===== src/verilog/art_pkg.sv =====
// Package of constants, field layouts and the state carrier for the auto-reload timers.
// Assumes a single 100 MHz system clock and a byte-wide special-function-register port.
package art_pkg;

  // ****************************************
  // Register map and field positions
  // ****************************************
  localparam logic [7:0] ART_SECOND_TIMER_CONTROL_ADDR    = 8'h91;
  localparam logic [7:0] ART_SECOND_TIMER_RELOAD_LOW_ADDR = 8'h92;
  localparam int         ART_CTL_FLAG_BIT   = 7;
  localparam int         ART_CTL_RUN_BIT    = 2;
  localparam int         ART_CTL_MODE_BIT   = 1;
  localparam int         ART_CTL_XCLK_BIT   = 0;
  localparam logic [7:0] ART_CTL_USED_MASK  = 8'h87;
  localparam logic [7:0] ART_CTL_RESET      = 8'h00;
  localparam logic [7:0] ART_RELOAD_RESET   = 8'h00;
  localparam logic [15:0] ART_COUNT_RESET   = 16'h0000;
  localparam logic [15:0] ART_COUNT_MAX     = 16'hFFFF;

  // ****************************************
  // Clock dividers
  // ****************************************
  localparam int         ART_SYS_DIV       = 12;
  localparam int         ART_XOSC_DIV      = 8;
  localparam logic [3:0] ART_SYS_DIV_LAST  = 4'(ART_SYS_DIV - 1);
  localparam logic [2:0] ART_XOSC_DIV_LAST = 3'(ART_XOSC_DIV - 1);

  // First-timer settings, driven by the core's own register logic.
  typedef struct packed {
    logic        run;                      // Run bit.
    logic        counter_source_select;    // 1: count pin edges, 0: system clock.
    logic        capture_reload_select;    // 0: auto-reload mode.
    logic        external_trigger_enable;  // Trigger pin may force a reload.
    logic        irq_enable;               // Interrupt enable.
    logic [15:0] reload;                   // High and low reload bytes.
  } art_first_cfg_t;

  // Whole state of the block.
  typedef struct packed {
    logic [1:0]  cnt_pin_sync;   // Two-flop synchroniser, count pin.
    logic [1:0]  trg_pin_sync;   // Two-flop synchroniser, trigger pin.
    logic [1:0]  osc_pin_sync;   // Two-flop synchroniser, oscillator pin.
    logic        cnt_pin_prev;
    logic        trg_pin_prev;
    logic        osc_pin_prev;
    logic [15:0] first_count;
    logic        first_overflow_flag;
    logic        first_trigger_flag;
    logic [15:0] second_count;
    logic [7:0]  second_timer_control;
    logic [7:0]  second_timer_reload_low;
    logic [3:0]  sys_div;
    logic [2:0]  osc_div;
    logic [7:0]  rdata;
  } art_state_t;

endpackage


===== src/verilog/art_timers.sv =====
// Two 16-bit auto-reload timers of an 8-bit controller core.
// Assumes one synchronous clock domain; pins come in asynchronously and are synchronised here.
`timescale 1ns/1ps

module art_timers (
  input  wire logic                    clk_sys,                // System clock, 100 MHz.
  input  wire logic                    rst,                    // Synchronous reset, active high.
  input  wire logic [7:0]              sfr_addr,               // Register address.
  input  wire logic                    sfr_wr,                 // Write strobe.
  input  wire logic                    sfr_rd,                 // Read strobe.
  input  wire logic [7:0]              sfr_wdata,              // Write data.
  output      logic [7:0]              sfr_rdata,              // Read data, one cycle later.
  input  wire art_pkg::art_first_cfg_t first_cfg,              // First-timer settings.
  input  wire logic                    first_flag_clear,       // Clears first overflow flag.
  input  wire logic                    first_trig_clear,       // Clears trigger flag.
  input  wire logic [7:0]              second_reload_high,     // Second reload high byte.
  input  wire logic                    second_irq_enable,      // Second timer interrupt enable.
  input  wire logic                    external_count_pin,     // First timer count pin.
  input  wire logic                    external_trigger_pin,   // First timer trigger pin.
  input  wire logic                    external_osc_pin,       // External oscillator input.
  output      logic [15:0]             first_count,            // First timer count.
  output      logic                    first_overflow_flag,    // First timer overflow flag.
  output      logic                    first_trigger_flag,     // Trigger reload flag.
  output      logic                    first_irq,              // First timer interrupt request.
  output      logic [15:0]             second_count,           // Second timer count.
  output      logic                    second_irq              // Second timer interrupt request.
);
  import art_pkg::*;

  // Every flop of the block lives in s_q; s_d is its next value, built in one process.
  art_state_t s_q;
  art_state_t s_d;

  // ****************************************
  // Helpers
  // ****************************************

  // A falling edge on a synchronised pin, seen against its last sample.
  // The edge register resets low, so a pin that idles high gives no false edge after reset.
  function automatic logic fall(input logic prev, input logic cur);
    fall = prev & ~cur;
  endfunction

  // Count step with wrap detection; the wrap bit tells the caller to set the overflow flag and, in auto-reload mode, to reload.
  function automatic logic [16:0] step(input logic [15:0] cnt);
    step = {(cnt == ART_COUNT_MAX), 16'(cnt + 16'h0001)};
  endfunction

  // ****************************************
  // Next-state logic
  // ****************************************

  // Pins are only read through the second synchroniser flop, so no gate sees metastability.
  always_comb begin
    logic        cnt_fall;
    logic        trg_fall;
    logic        osc_fall;
    logic        first_tick;
    logic        first_wrap;
    logic        first_trig;
    logic [16:0] first_next;
    logic        sys_tick;
    logic        osc_tick;
    logic        second_tick;
    logic        second_wrap;
    logic [16:0] second_next;
    logic        ctl_wr;
    cnt_fall    = 1'b0;
    trg_fall    = 1'b0;
    osc_fall    = 1'b0;
    first_tick  = 1'b0;
    first_wrap  = 1'b0;
    first_trig  = 1'b0;
    first_next  = 17'h0_0000;
    sys_tick    = 1'b0;
    osc_tick    = 1'b0;
    second_tick = 1'b0;
    second_wrap = 1'b0;
    second_next = 17'h0_0000;
    ctl_wr      = 1'b0;
    s_d         = s_q;

    // Synchronisers shift each cycle; the edge registers keep the last synchronised level.
    s_d.cnt_pin_sync = {s_q.cnt_pin_sync[0], external_count_pin};
    s_d.trg_pin_sync = {s_q.trg_pin_sync[0], external_trigger_pin};
    s_d.osc_pin_sync = {s_q.osc_pin_sync[0], external_osc_pin};
    s_d.cnt_pin_prev = s_q.cnt_pin_sync[1];
    s_d.trg_pin_prev = s_q.trg_pin_sync[1];
    s_d.osc_pin_prev = s_q.osc_pin_sync[1];
    cnt_fall = fall(s_q.cnt_pin_prev, s_q.cnt_pin_sync[1]);
    trg_fall = fall(s_q.trg_pin_prev, s_q.trg_pin_sync[1]);
    osc_fall = fall(s_q.osc_pin_prev, s_q.osc_pin_sync[1]);

    // First timer: one increment per system cycle or per count pin falling edge.
    first_tick = first_cfg.run & (first_cfg.counter_source_select ? cnt_fall : 1'b1);
    first_next = step(s_q.first_count);
    first_wrap = first_tick & first_next[16];
    // The trigger only acts in auto-reload mode and with its enable set.
    first_trig = trg_fall & first_cfg.external_trigger_enable
                 & ~first_cfg.capture_reload_select;
    if (first_wrap && !first_cfg.capture_reload_select) begin
      s_d.first_count = first_cfg.reload;
    end else if (first_tick) begin
      s_d.first_count = first_next[15:0];
    end
    // A trigger reload outranks a plain increment in the same cycle.
    // Software reads the trigger flag, not the count, to learn that a trigger acted.
    if (first_trig) begin
      s_d.first_count = first_cfg.reload;
    end

    // Flags: a hardware set in the clearing cycle wins, so no event is lost.
    if (first_flag_clear) begin
      s_d.first_overflow_flag = 1'b0;
    end
    if (first_wrap) begin
      s_d.first_overflow_flag = 1'b1;
    end
    if (first_trig_clear) begin
      s_d.first_trigger_flag = 1'b0;
    end
    if (first_trig) begin
      s_d.first_trigger_flag = 1'b1;
    end

    // Second timer clock: divide by twelve always runs so the phase is steady.
    // Limitation: the first tick after a start may come early, as run does not reset it.
    sys_tick  = (s_q.sys_div == ART_SYS_DIV_LAST);
    s_d.sys_div = sys_tick ? 4'h0 : 4'(s_q.sys_div + 4'h1);
    if (osc_fall) begin
      s_d.osc_div = (s_q.osc_div == ART_XOSC_DIV_LAST) ? 3'h0 : 3'(s_q.osc_div + 3'h1);
    end
    // The oscillator must be well below half the system clock to be counted faithfully.
    osc_tick = osc_fall & (s_q.osc_div == ART_XOSC_DIV_LAST);
    if (s_q.second_timer_control[ART_CTL_XCLK_BIT]) begin
      second_tick = osc_tick;
    end else if (s_q.second_timer_control[ART_CTL_MODE_BIT]) begin
      second_tick = 1'b1;
    end else begin
      second_tick = sys_tick;
    end
    // Run gating comes last so one bit stops every clock source alike.
    second_tick = second_tick & s_q.second_timer_control[ART_CTL_RUN_BIT];
    second_next = step(s_q.second_count);
    second_wrap = second_tick & second_next[16];
    if (second_wrap) begin
      s_d.second_count = {second_reload_high, s_q.second_timer_reload_low};
    end else if (second_tick) begin
      s_d.second_count = second_next[15:0];
    end

    // Register writes; unused control bits are dropped and read as zero.
    ctl_wr = sfr_wr & (sfr_addr == ART_SECOND_TIMER_CONTROL_ADDR);
    if (ctl_wr) begin
      s_d.second_timer_control = sfr_wdata & ART_CTL_USED_MASK;
    end
    if (sfr_wr && sfr_addr == ART_SECOND_TIMER_RELOAD_LOW_ADDR) begin
      s_d.second_timer_reload_low = sfr_wdata;
    end
    // Overflow sets the sticky flag even against a software write of zero.
    if (second_wrap) begin
      s_d.second_timer_control[ART_CTL_FLAG_BIT] = 1'b1;
    end

    // Read data is registered; unmapped addresses read zero.
    // A read changes no register, so a repeated read is harmless.
    if (sfr_rd) begin
      case (sfr_addr)
        ART_SECOND_TIMER_CONTROL_ADDR:    s_d.rdata = s_q.second_timer_control;
        ART_SECOND_TIMER_RELOAD_LOW_ADDR: s_d.rdata = s_q.second_timer_reload_low;
        default:                          s_d.rdata = 8'h00;
      endcase
    end
  end

  // ****************************************
  // State register
  // ****************************************

  // All state resets to constants, pins included.
  // Counts and registers are named again so their reset values stay visible.
  always_ff @(posedge clk_sys) begin
    if (rst) begin
      s_q <= '0;
      s_q.first_count             <= ART_COUNT_RESET;
      s_q.second_count            <= ART_COUNT_RESET;
      s_q.second_timer_control    <= ART_CTL_RESET;
      s_q.second_timer_reload_low <= ART_RELOAD_RESET;
    end else begin
      s_q <= s_d;
    end
  end

  // ****************************************
  // Outputs
  // ****************************************

  // Counts and read data come straight from flops, so they never glitch.
  // Requests are levels that stand while a flag is set and its enable is on.
  assign sfr_rdata           = s_q.rdata;
  assign first_count         = s_q.first_count;
  assign first_overflow_flag = s_q.first_overflow_flag;
  assign first_trigger_flag  = s_q.first_trigger_flag;
  assign first_irq           = first_cfg.irq_enable
                               & (s_q.first_overflow_flag | s_q.first_trigger_flag);
  assign second_count        = s_q.second_count;
  assign second_irq          = second_irq_enable
                               & s_q.second_timer_control[ART_CTL_FLAG_BIT];

endmodule


===== config.mk =====
export PLATFORM = sky130hd
export DESIGN_NAME = art_timers
export DESIGN_NICKNAME = d
export VERILOG_FILES = /design/src/verilog/art_pkg.sv /design/src/verilog/art_timers.sv
export SDC_FILE = /design/constraint.sdc
export NUM_CORES = 1
export LEC_CHECK = 0
export BUFFER_PORTS_ARGS = -buffer_cell sky130_fd_sc_hd__buf_2
export CORE_UTILIZATION = 53
export CTS_CLUSTER_DIAMETER = 40
export DETAILED_ROUTE_END_ITERATION = 10
export HOLD_SLACK_MARGIN = 0.12
export PLACE_DENSITY = 0.83
export SYNTH_ARGS = -nofsm -noshare
export SYNTH_HDL_FRONTEND = slang
export SYNTH_SLANG_ARGS = --single-unit

===== constraint.sdc =====
create_clock -name clk_sys -period 2.7 [get_ports clk_sys]
set_clock_uncertainty 0.15 [all_clocks]
set_input_delay 0 -clock clk_sys [delete_from_list [all_inputs] [get_ports clk_sys]]
set_output_delay 0 -clock clk_sys [all_outputs]
set_load 0.03 [all_outputs]

==> After elaboration in Yosys (flattened, before gate mapping) <==
Index checks and enable logic that the tools add are counted.
{ "classes": {"addsub": 4, "eq_ne": 6, "n_mux": 16, "bitwise": 18, "reduce_logical": 9} }
{ "op_table": {"columns": ["op", "count"], "rows": [
  ["$mux W16", 5],
  ["$add A16 B1 Y16 const B", 2],
  ["$eq A16 B16 Y1 const B", 2],
  ["$eq A8 B8 Y1 const B", 2],
  ["$pmux W8 S2", 1],
  ["$and A1 B1 Y1", 13],
  ["$mux W1", 8],
  ["$mux W8", 1],
  ["$reduce_bool A2 Y1", 4],
  ["$add A4 B1 Y4 const B", 1],
  ["$eq A4 B4 Y1 const B", 1],
  ["$not A1 Y1", 4],
  ["$add A3 B1 Y3 const B", 1],
  ["$eq A3 B3 Y1 const B", 1],
  ["$mux W3", 1],
  ["$reduce_bool A3 Y1", 1],
  ["$logic_and A1 B1 Y1", 2],
  ["$reduce_or A2 Y1", 1],
  ["$logic_not A1 Y1", 1],
  ["$or A1 B1 Y1", 1]
]} }
{ "totals": {"ff_bits": 70, "inputBits": 55, "out_inout_bits": 44, "elab_cells": 69} }

==> Depth between registers and ports, before layout <==
Gate-level depths: netlist (run 1).
{ "logic_depth": {"word_depth": 8, "mapped_depth": 8, "depth_no_buf": 7} }

==> Worst setup path after synthesis (run 1) <==
Ideal clock, no wire load.
{ "synth_path": {"kind": "reg2reg", "from": "register first_count[0] (netlist name)", "to": "register first_count[13] (netlist name)", "setup_time_ns": 0.103, "arrival_time_ns": 1.960, "required_time_ns": 2.447, "slack_ns": 0.486, "path_stages_with_launch": 8, "n_path_buf": 1, "period_less_slack_ns": 2.214, "path_cell_list": "dfxtp_1 > ha_1 > and4_4 > o2111ai_4 > o31a_1 > buf_6 > and4_4 > a2111oi_2"} }
{ "synth_between": {"elab_chain_cells": 5, "word_cells_on_any_way": 8, "classes_between": "1 x add/sub; 1 x eq/ne; 3 x mux; 1 x bitwise; 2 x reduce/logical"} }
{ "synth_lines": {"columns": ["item"], "rows": [
  ["branches (longest 5 deep; another with $add A16 B1 Y16)"]
]} }
Parallel ways; which one is timed is not known. The select of a mux whose other input is x is not followed.
A chain may end at the register's enable or synchronous reset.

==> Worst setup path in the final report (run 1) <==
{ "layout_path": {"from": "input port sfr_addr[1]", "to": "register s_q[21] (netlist name)"} }
{ "layout_between": {"elab_chain_cells": 2} }
{ "layout_lines": {"columns": ["item", "line", "text"], "rows": [
  ["from (decl)", "art_timers.sv:8", "input wire logic [7:0] sfr_addr,"],
  ["$eq A8 B8 Y1", "art_timers.sv:157", "if (sfr_wr && sfr_addr == ART_SECOND_TIMER_RELOAD_LOW_ADDR) begin"],
  ["$logic_and A1 B1 Y1", "art_timers.sv:157", null],
  ["to (decl)", "art_timers.sv:31", "art_state_t s_q;"]
]} }
No other way between the ends.

==> summary.txt, run 1 <==
Run status
  – Status: finished clean

Die
  – Initial Util: 54.6%
  – Ports: 99
  – Total core area: 6790 um2
  – Die ar.: 7340 um2
  – Row cnt: 30
  – Die X: 85.7 um
  – Die Height: 85.7 um

Yosys
  – Main flop type after synthesis: dfxtp_1
  – Async set or reset register ratio after synthesis: 0%
  – Yosys reg bits: 70
  – Synth cell types: 56
  – Yosys warns: 0
  – EDFF count, synth: 0
  – Syn nets: 503
  – Post-synthesis cell area: 3710 um2
  – Sequential share of the synthesized area: 37.7%
  – Post-synthesis cell count: 443
  – Avg Cell Area, Syn: 8.38 um2

Routing
  – DR vias: 3791
  – Post-route DRC: 0
  – DRT iter0 DRCs: 263
  – DRT Wirelength: 10100 um
  – WL/cell: 15.2 um
  – Initial DRT Pass Iterations: 5
  – Vias per cell: 5.70
  – ANT nets after route: 0

Pwr
  – P_int: 1720 uW
  – Power density cells: 453 nW/um2
  – P_sw: 493 uW
  – Peak supply drop: 444 uV
  – Reg power frac: 47.9%
  – Gate power share: 9.0%
  – Leakage: 0.00202 uW
  – Clock power frac: 43.1%
  – Sw Share: 22.2%

STA
  – Worst-margin pin slew: 0.679 ns
  – Fin. max-slew vios: 0
  – Relative slew slack: 54.3%
  – Fmax: 0.382 GHz
  – RSZ-0062 raised after global routing: no
  – Final setup fails: 0
  – Min cycle time layout: 2.61 ns
  – Fin crit share: 96.8%
  – Setup TNS: 0 ns
  – Final Hold Fails: 0

Global route
  – Initial antenna violation count: 0
  – Gr usage total: 27.6%
  – Largest net degree at the start of global routing: 45
  – Number of global-route vias before repair: 3547
  – First-pass GRT wire length: 16100 um
  – Total grt overflow: 0

Finish
  – NumNets Final: 625
  – Antenna diode count: 0
  – Area grow syn2layout: 31.8%
  – Core Util, Final: 72.0%
  – Share of cells above drive strength 1: 22.8%
  – Filler Cell Count: 515
  – Final Non-Filler Cells: 665

Critical path
  – Reg2reg setup slack: 0.19 ns
  – Arrival @ worst endpoint: 2.74 ns
  – Worst Path Class, Setup: primary input to flip-flop
  – CP endpoint kind: flip-flop
  – CP Launch Type: primary input
  – Worst path bufs/invs: 4
  – Crit path top cell by count: dlygate4sd3_1
  – CP required: 2.82 ns
  – Crit Reg-Reg Endpoint: first_count[0]
  – CP Depth: 8
  – Crit-path max FO: 13
  – CP endpoint: s_q[21]
  – Delay-heaviest family, CP: buffers and inverters
  – CP Launch Point: sfr_addr[1]
  – Critical-path top delay cell: dlygate4sd3_1
  – Worst-path cell chain: dlygate4sd3_1 -> buf_2 -> nor2b_2 -> and4bb_4 -> nand3_1 -> dlygate4sd3_1 -> a21oi_1 -> dlygate4sd3_1
  – R2R Path Start: first_count[0]
  – CP peak stage delay: 0.59 ns
  – FF-to-FF path depth: 7

Placement
  – Post-DP HPWL: 6070 um
  – Final RePlAce weighted congestion: 0.846
  – Port buffer count: 98
  – Placed Cells: 585

Min path
  – Min-Delay Path Class: primary input to flip-flop

Clock network
  – # H-tree levels: 3
  – Clock Path Buffers: 2
  – Clock root buffer: clkbuf_8
  – CTS Buf Count: 9
  – Worst-Skew Late Latency: 0.34 ns
  – Clock transition at the registers of the reported paths: 0.07 ns
  – Post-CTS setup repair buffer count: 0
  – Total clock sinks: 70
  – CTS tree: done

Job
  – Max-Cap Viols: 0
==> layout make-up <==
class | instances | area [um2] | share of cell area [%]
Multi-Input combinational cell | 302 | 1900 | 38.8
Sequential cell | 70 | 1400 | 28.6
Timing Repair Buffer | 170 | 1210 | 24.7
Clock buffer | 12 | 155 | 3.17
Tap cell | 96 | 120 | 2.46
Clock inverter | 3 | 67.6 | 1.38
Inverter | 12 | 45.0 | 0.921
==> Yosys cell counts (5+ instances only) <==
master | number | area share (%)
o211a_1 | 5 | 1.3
clkbuf_1 | 16 | 1.6
a22o_1 | 5 | 1.2
nor2b_1 | 13 | 2.2
a21oi_1 | 29 | 3.9
a22oi_1 | 5 | 1.0
inv_1 | 12 | 1.2
nand3_1 | 35 | 4.7
a311oi_1 | 5 | 1.2
o21a_1 | 5 | 1.0
nor2_1 | 39 | 3.9
buf_4 | 40 | 8.1
nand2_1 | 29 | 2.9
o21ai_0 | 7 | 0.94
dfxtp_1 | 70 | 38
ha_1 | 5 | 1.7
and3_1 | 10 | 1.7
nand2b_1 | 12 | 2.0
mux2i_1 | 9 | 2.4
a31oi_1 | 9 | 1.5
a211oi_1 | 6 | 1.2
nor3_1 | 16 | 2.2
nor4_1 | 8 | 1.3
==> per-stage QoR <==
step / setup slack, ns / hold WS, ns / power [uW] / instance area [um2]
3_5_place_dp: 0.256 / 0.0636 / 1220 / 4010
6_report: 0.0855 / 0.158 / 2220 / 4890
2_1_floorplan: 0.486 / -0.0218 / 1170 / 3710
3_3_place_gp: 0.399 / 0.0692 / 1220 / 4010
5_1_grt: 0.0190 / 0.154 / 2300 / 4890
4_1_cts: 0.0784 / 0.122 / 2220 / 4870
==> cell usage in the layout, fill, tap and decap left out, types with 5 or more instances in the layout <==
master | netlist | final
o21ai_0 | 7 | 7
nor4_1 | 8 | 8
nand2_1 | 29 | 29
and3_1 | 10 | 10
nor3_1 | 16 | 15
a21oi_1 | 29 | 29
inv_1 | 12 | 12
a311oi_1 | 5 | 5
nand3_1 | 35 | 35
mux2i_1 | 9 | 9
nor2_1 | 39 | 39
o21a_1 | 5 | 5
a22o_1 | 5 | 5
clkbuf_8 | 0 | 11
nor2b_1 | 13 | 12
dfxtp_1 | 70 | 70
nand2b_1 | 12 | 12
dlygate4sd3_1 | 0 | 65
o211a_1 | 5 | 5
a22oi_1 | 5 | 5
ha_1 | 5 | 5
buf_4 | 40 | 6
a211oi_1 | 6 | 6
a31oi_1 | 9 | 9
buf_2 | 1 | 98
==> how the worst min path moves through the flow <==
| stage | start | end | slack, ns | cells after the start |
|---|---|---|---|---|
| 2_1_floorplan | external_osc_pin | s_d[69] | -0.02 | 1 |
| 3_3_place_gp | external_osc_pin | s_d[69] | 0.07 | 2 |
| 3_5_place_dp | external_osc_pin | s_d[69] | 0.06 | 2 |
| 4_1_cts | sfr_addr[4] | sfr_rdata[4] | 0.12 | 4 |
| 5_1_grt | sfr_addr[2] | sfr_rdata[4] | 0.15 | 5 |
| 6_report | sfr_addr[2] | sfr_rdata[5] | 0.16 | 5 |
==> power groups by stage <==
stage / Combinational [uW] / Sequential (uW) / Clock, uW
floorplan: 83.0 / 1080 / 0
global placement: 137 / 1080 / 0
detailed placement: 139 / 1090 / 0
CTS: 192 / 1060 / 968
global route: 213 / 1060 / 1020
finish: 199 / 1060 / 955
==> state kept, by name, indices dropped and copies added (netlist names) <==
| register | flops |
|---|---|
| s_q | 22 |
| first_count | 16 |
| second_count | 16 |
| sfr_rdata | 8 |
| s_d | 6 |
| first_overflow_flag | 1 |
| first_trigger_flag | 1 |
==> layer usage <==
layer | up-vias | wire (um) | track usage, %
met3 | 30 | 542 | 5.77
met5 | - | 0 | 0
li1 | 1822 | - | -
met1 | 1781 | 4310 | 34.1
met4 | 0 | 266 | 13.5
met2 | 158 | 4960 | 45.8
==> timing repair <==
item,CTS,global route
setup endpoints to repair,0,5
gates resized for setup,0,3
hold endpoints to repair,57,4
hold buffers,64,1
==> tightest hold or removal path, cell delays in order <==
cell and delay (ns):
buf_2 0.07, or4b_2 0.12, and4bb_4 0.25, nand3_1 0.09, a21oi_1 0.06
==> kinds of logic after synthesis <==
family | Yosys count | share of synthesized area [%]
AND/OR/NAND/NOR | 187 | 26.7
AO/OA/AOI/OAI | 100 | 19.8
buffers and inverters | 71 | 11.5
flip-flops | 70 | 37.7
multiplexers | 9 | 2.43
adder cells (fa/ha/maj) | 5 | 1.69
XOR/XNOR | 1 | 0.236
Note: power is estimated with default switching activity, not from simulation.
==> run 2, diff against run 1 <==
- CORE_ASPECT_RATIO: not set -> 0.75
==> run 2 against run 1 <==
Compared with the run above: die area hardly changed; fmax is 1.5% lower; setup slack worse by 0.039 ns; combinational power hardly changed; core utilization is 0.57 points higher; count of clock-buffer cells in the layout is 1 lower; via count is 3.5% higher.
==> summary.txt, run 2 (same netlist as run 1, synthesis figures left out) <==
Critical path
  – Worst-path cell chain: buf_2 -> or4b_2 -> dlygate4sd3_1 -> nor3b_2 -> nand3_1 -> dlygate4sd3_1 -> a21oi_1
  – FF-to-FF path depth: 8
  – CP Launch Type: primary input
  – CP Launch Point: sfr_addr[6]
  – Delay-heaviest family, CP: buffers and inverters
  – Crit path top cell by count: dlygate4sd3_1
  – CP Depth: 7
  – Worst path bufs/invs: 3
  – Arrival @ worst endpoint: 2.77 ns
  – CP endpoint kind: flip-flop
  – R2R Path Start: second_count[0]
  – CP peak stage delay: 0.70 ns
  – CP endpoint: sfr_rdata[7]
  – Crit-path max FO: 5
  – Critical-path top delay cell: or4b_2
  – Worst Path Class, Setup: primary input to flip-flop
  – Crit Reg-Reg Endpoint: second_count[11]
  – CP required: 2.82 ns
  – Reg2reg setup slack: 0.10 ns

STA
  – Relative slew slack: 58.1%
  – Fmax: 0.377 GHz
  – Fin. max-slew vios: 0
  – Min cycle time layout: 2.65 ns
  – Fin crit share: 98.3%
  – Final Hold Fails: 0
  – Final setup fails: 0
  – Setup TNS: 0 ns
  – Worst-margin pin slew: 0.623 ns

Routing
  – ANT nets after route: 0
  – Post-route DRC: 0
  – Initial DRT Pass Iterations: 5
  – Vias per cell: 5.92
  – DRT Wirelength: 10500 um
  – WL/cell: 15.8 um
  – DR vias: 3923
  – DRT iter0 DRCs: 278

Clock network
  – Worst-Skew Late Latency: 0.35 ns
  – Total clock sinks: 70
  – Clock Path Buffers: 2
  – # H-tree levels: 3
  – Clock root buffer: clkbuf_8
  – CTS Buf Count: 9
  – Clock transition at the registers of the reported paths: 0.08 ns
  – CTS tree: done

Min path
  – Min-Delay Path Class: primary input to flip-flop

Global route
  – First-pass GRT wire length: 15800 um
  – Number of global-route vias before repair: 3469
  – Gr usage total: 27.5%
  – Initial antenna violation count: 0
  – Largest net degree at the start of global routing: 27
  – Total grt overflow: 0

Die
  – Ports: 99
  – Initial Util: 54.6%
  – Die Height: 74.5 um
  – Die ar.: 7350 um2
  – Row cnt: 26
  – Total core area: 6800 um2
  – Die X: 98.6 um

Placement
  – Final RePlAce weighted congestion: 0.889
  – Placed Cells: 576
  – Port buffer count: 98
  – Post-DP HPWL: 6410 um

Pwr
  – Peak supply drop: 363 uV
  – Leakage: 0.00207 uW
  – Power density cells: 433 nW/um2

Finish
  – Commonest non-fill, non-tap cell in the layout: buf_2
  – Final Non-Filler Cells: 663
  – Largest regs: s_q: 22 flops, first_count: 16 flops, second_count: 16 flops
  – Most frequent cells in the layout: buf_2 (98), dfxtp_1 (70), dlygate4sd3_1 (63), nor2_1 (39), nand3_1 (35)
  – Antenna diode count: 0
  – NumNets Final: 634
  – Area grow syn2layout: 32.9%
  – Largest Register: s_q
  – Share of cells above drive strength 1: 24.5%
  – Max reg flops: 22

Job
  – Max-Cap Viols: 0

Run status
  – Status: finished clean
-- run 2: through the flow --
stage                     util [%]  setup slack (ns)  hold WS [ns]  total power (uW)  cell area, um2
after global routing          72.6           -0.0816         0.169              2220            4930
final                         72.6            0.0470         0.157              2140            4930
after detailed placement      58.9             0.327        0.0616              1220            4000
after CTS                     71.2            0.0281         0.204              2140            4840
after floorplan                  -             0.486       -0.0218              1170            3710
after global placement        58.9             0.406        0.0588              1220            4000
-- run 2: worst min path at each step --
stage / from / to / depth (start not counted) / slack (ns)
floorplan: external_osc_pin / s_d[69] / 1 / -0.02
global placement: external_trigger_pin / s_d[71] / 2 / 0.06
detailed placement: external_count_pin / s_d[73] / 2 / 0.06
CTS: sfr_addr[2] / sfr_rdata[4] / 5 / 0.20
global route: sfr_addr[2] / sfr_rdata[4] / 5 / 0.17
finish: sfr_addr[2] / sfr_rdata[4] / 5 / 0.16
-- run 2: cell type report --
| type | instances | area (um2) |
|---|---|---|
| tap | 84 | 105 |
| multi-input combinational | 302 | 1910 |
| clock buffer | 11 | 151 |
| fill | 479 | 1860 |
| timing repair buffer | 179 | 1260 |
| sequential | 70 | 1400 |
| clock inverter | 5 | 57.6 |
| inverter | 12 | 45.0 |
-- run 2: what timing repair did --
| action | CTS | global route |
|---|---|---|
| hold buffers | 63 | 0 |
| buffers inserted | 0 | 8 |
| endpoints found under the setup margin | 0 | 7 |
| resized for setup | 0 | 5 |
| endpoints found under the hold margin | 54 | 0 |
-- run 2: power by group --
group	leakage (uW)	total, uW	switching [uW]	internal, uW
sequential	0.000567	1060	14.7	1050
clock	0.0000976	876	401	475
combinational	0.00140	198	92.1	106
-- run 2: per-layer routing --
layer  wire [um]  GRT usage (%)  vias to the layer above
met2        4980           44.8                      228
met1        4280           33.7                     1815
met4         362           14.8                        0
met3         850           7.89                       36
met5           0              0                        -
li1            -              -                     1844
-- run 2: tightest hold or removal path: cells and delay by family --
family	cells	cell delay [ns]
AOI/OAI and AO/OA	1	0.06
buffers and inverters	1	0.08
and+or+nand+nor	3	0.47
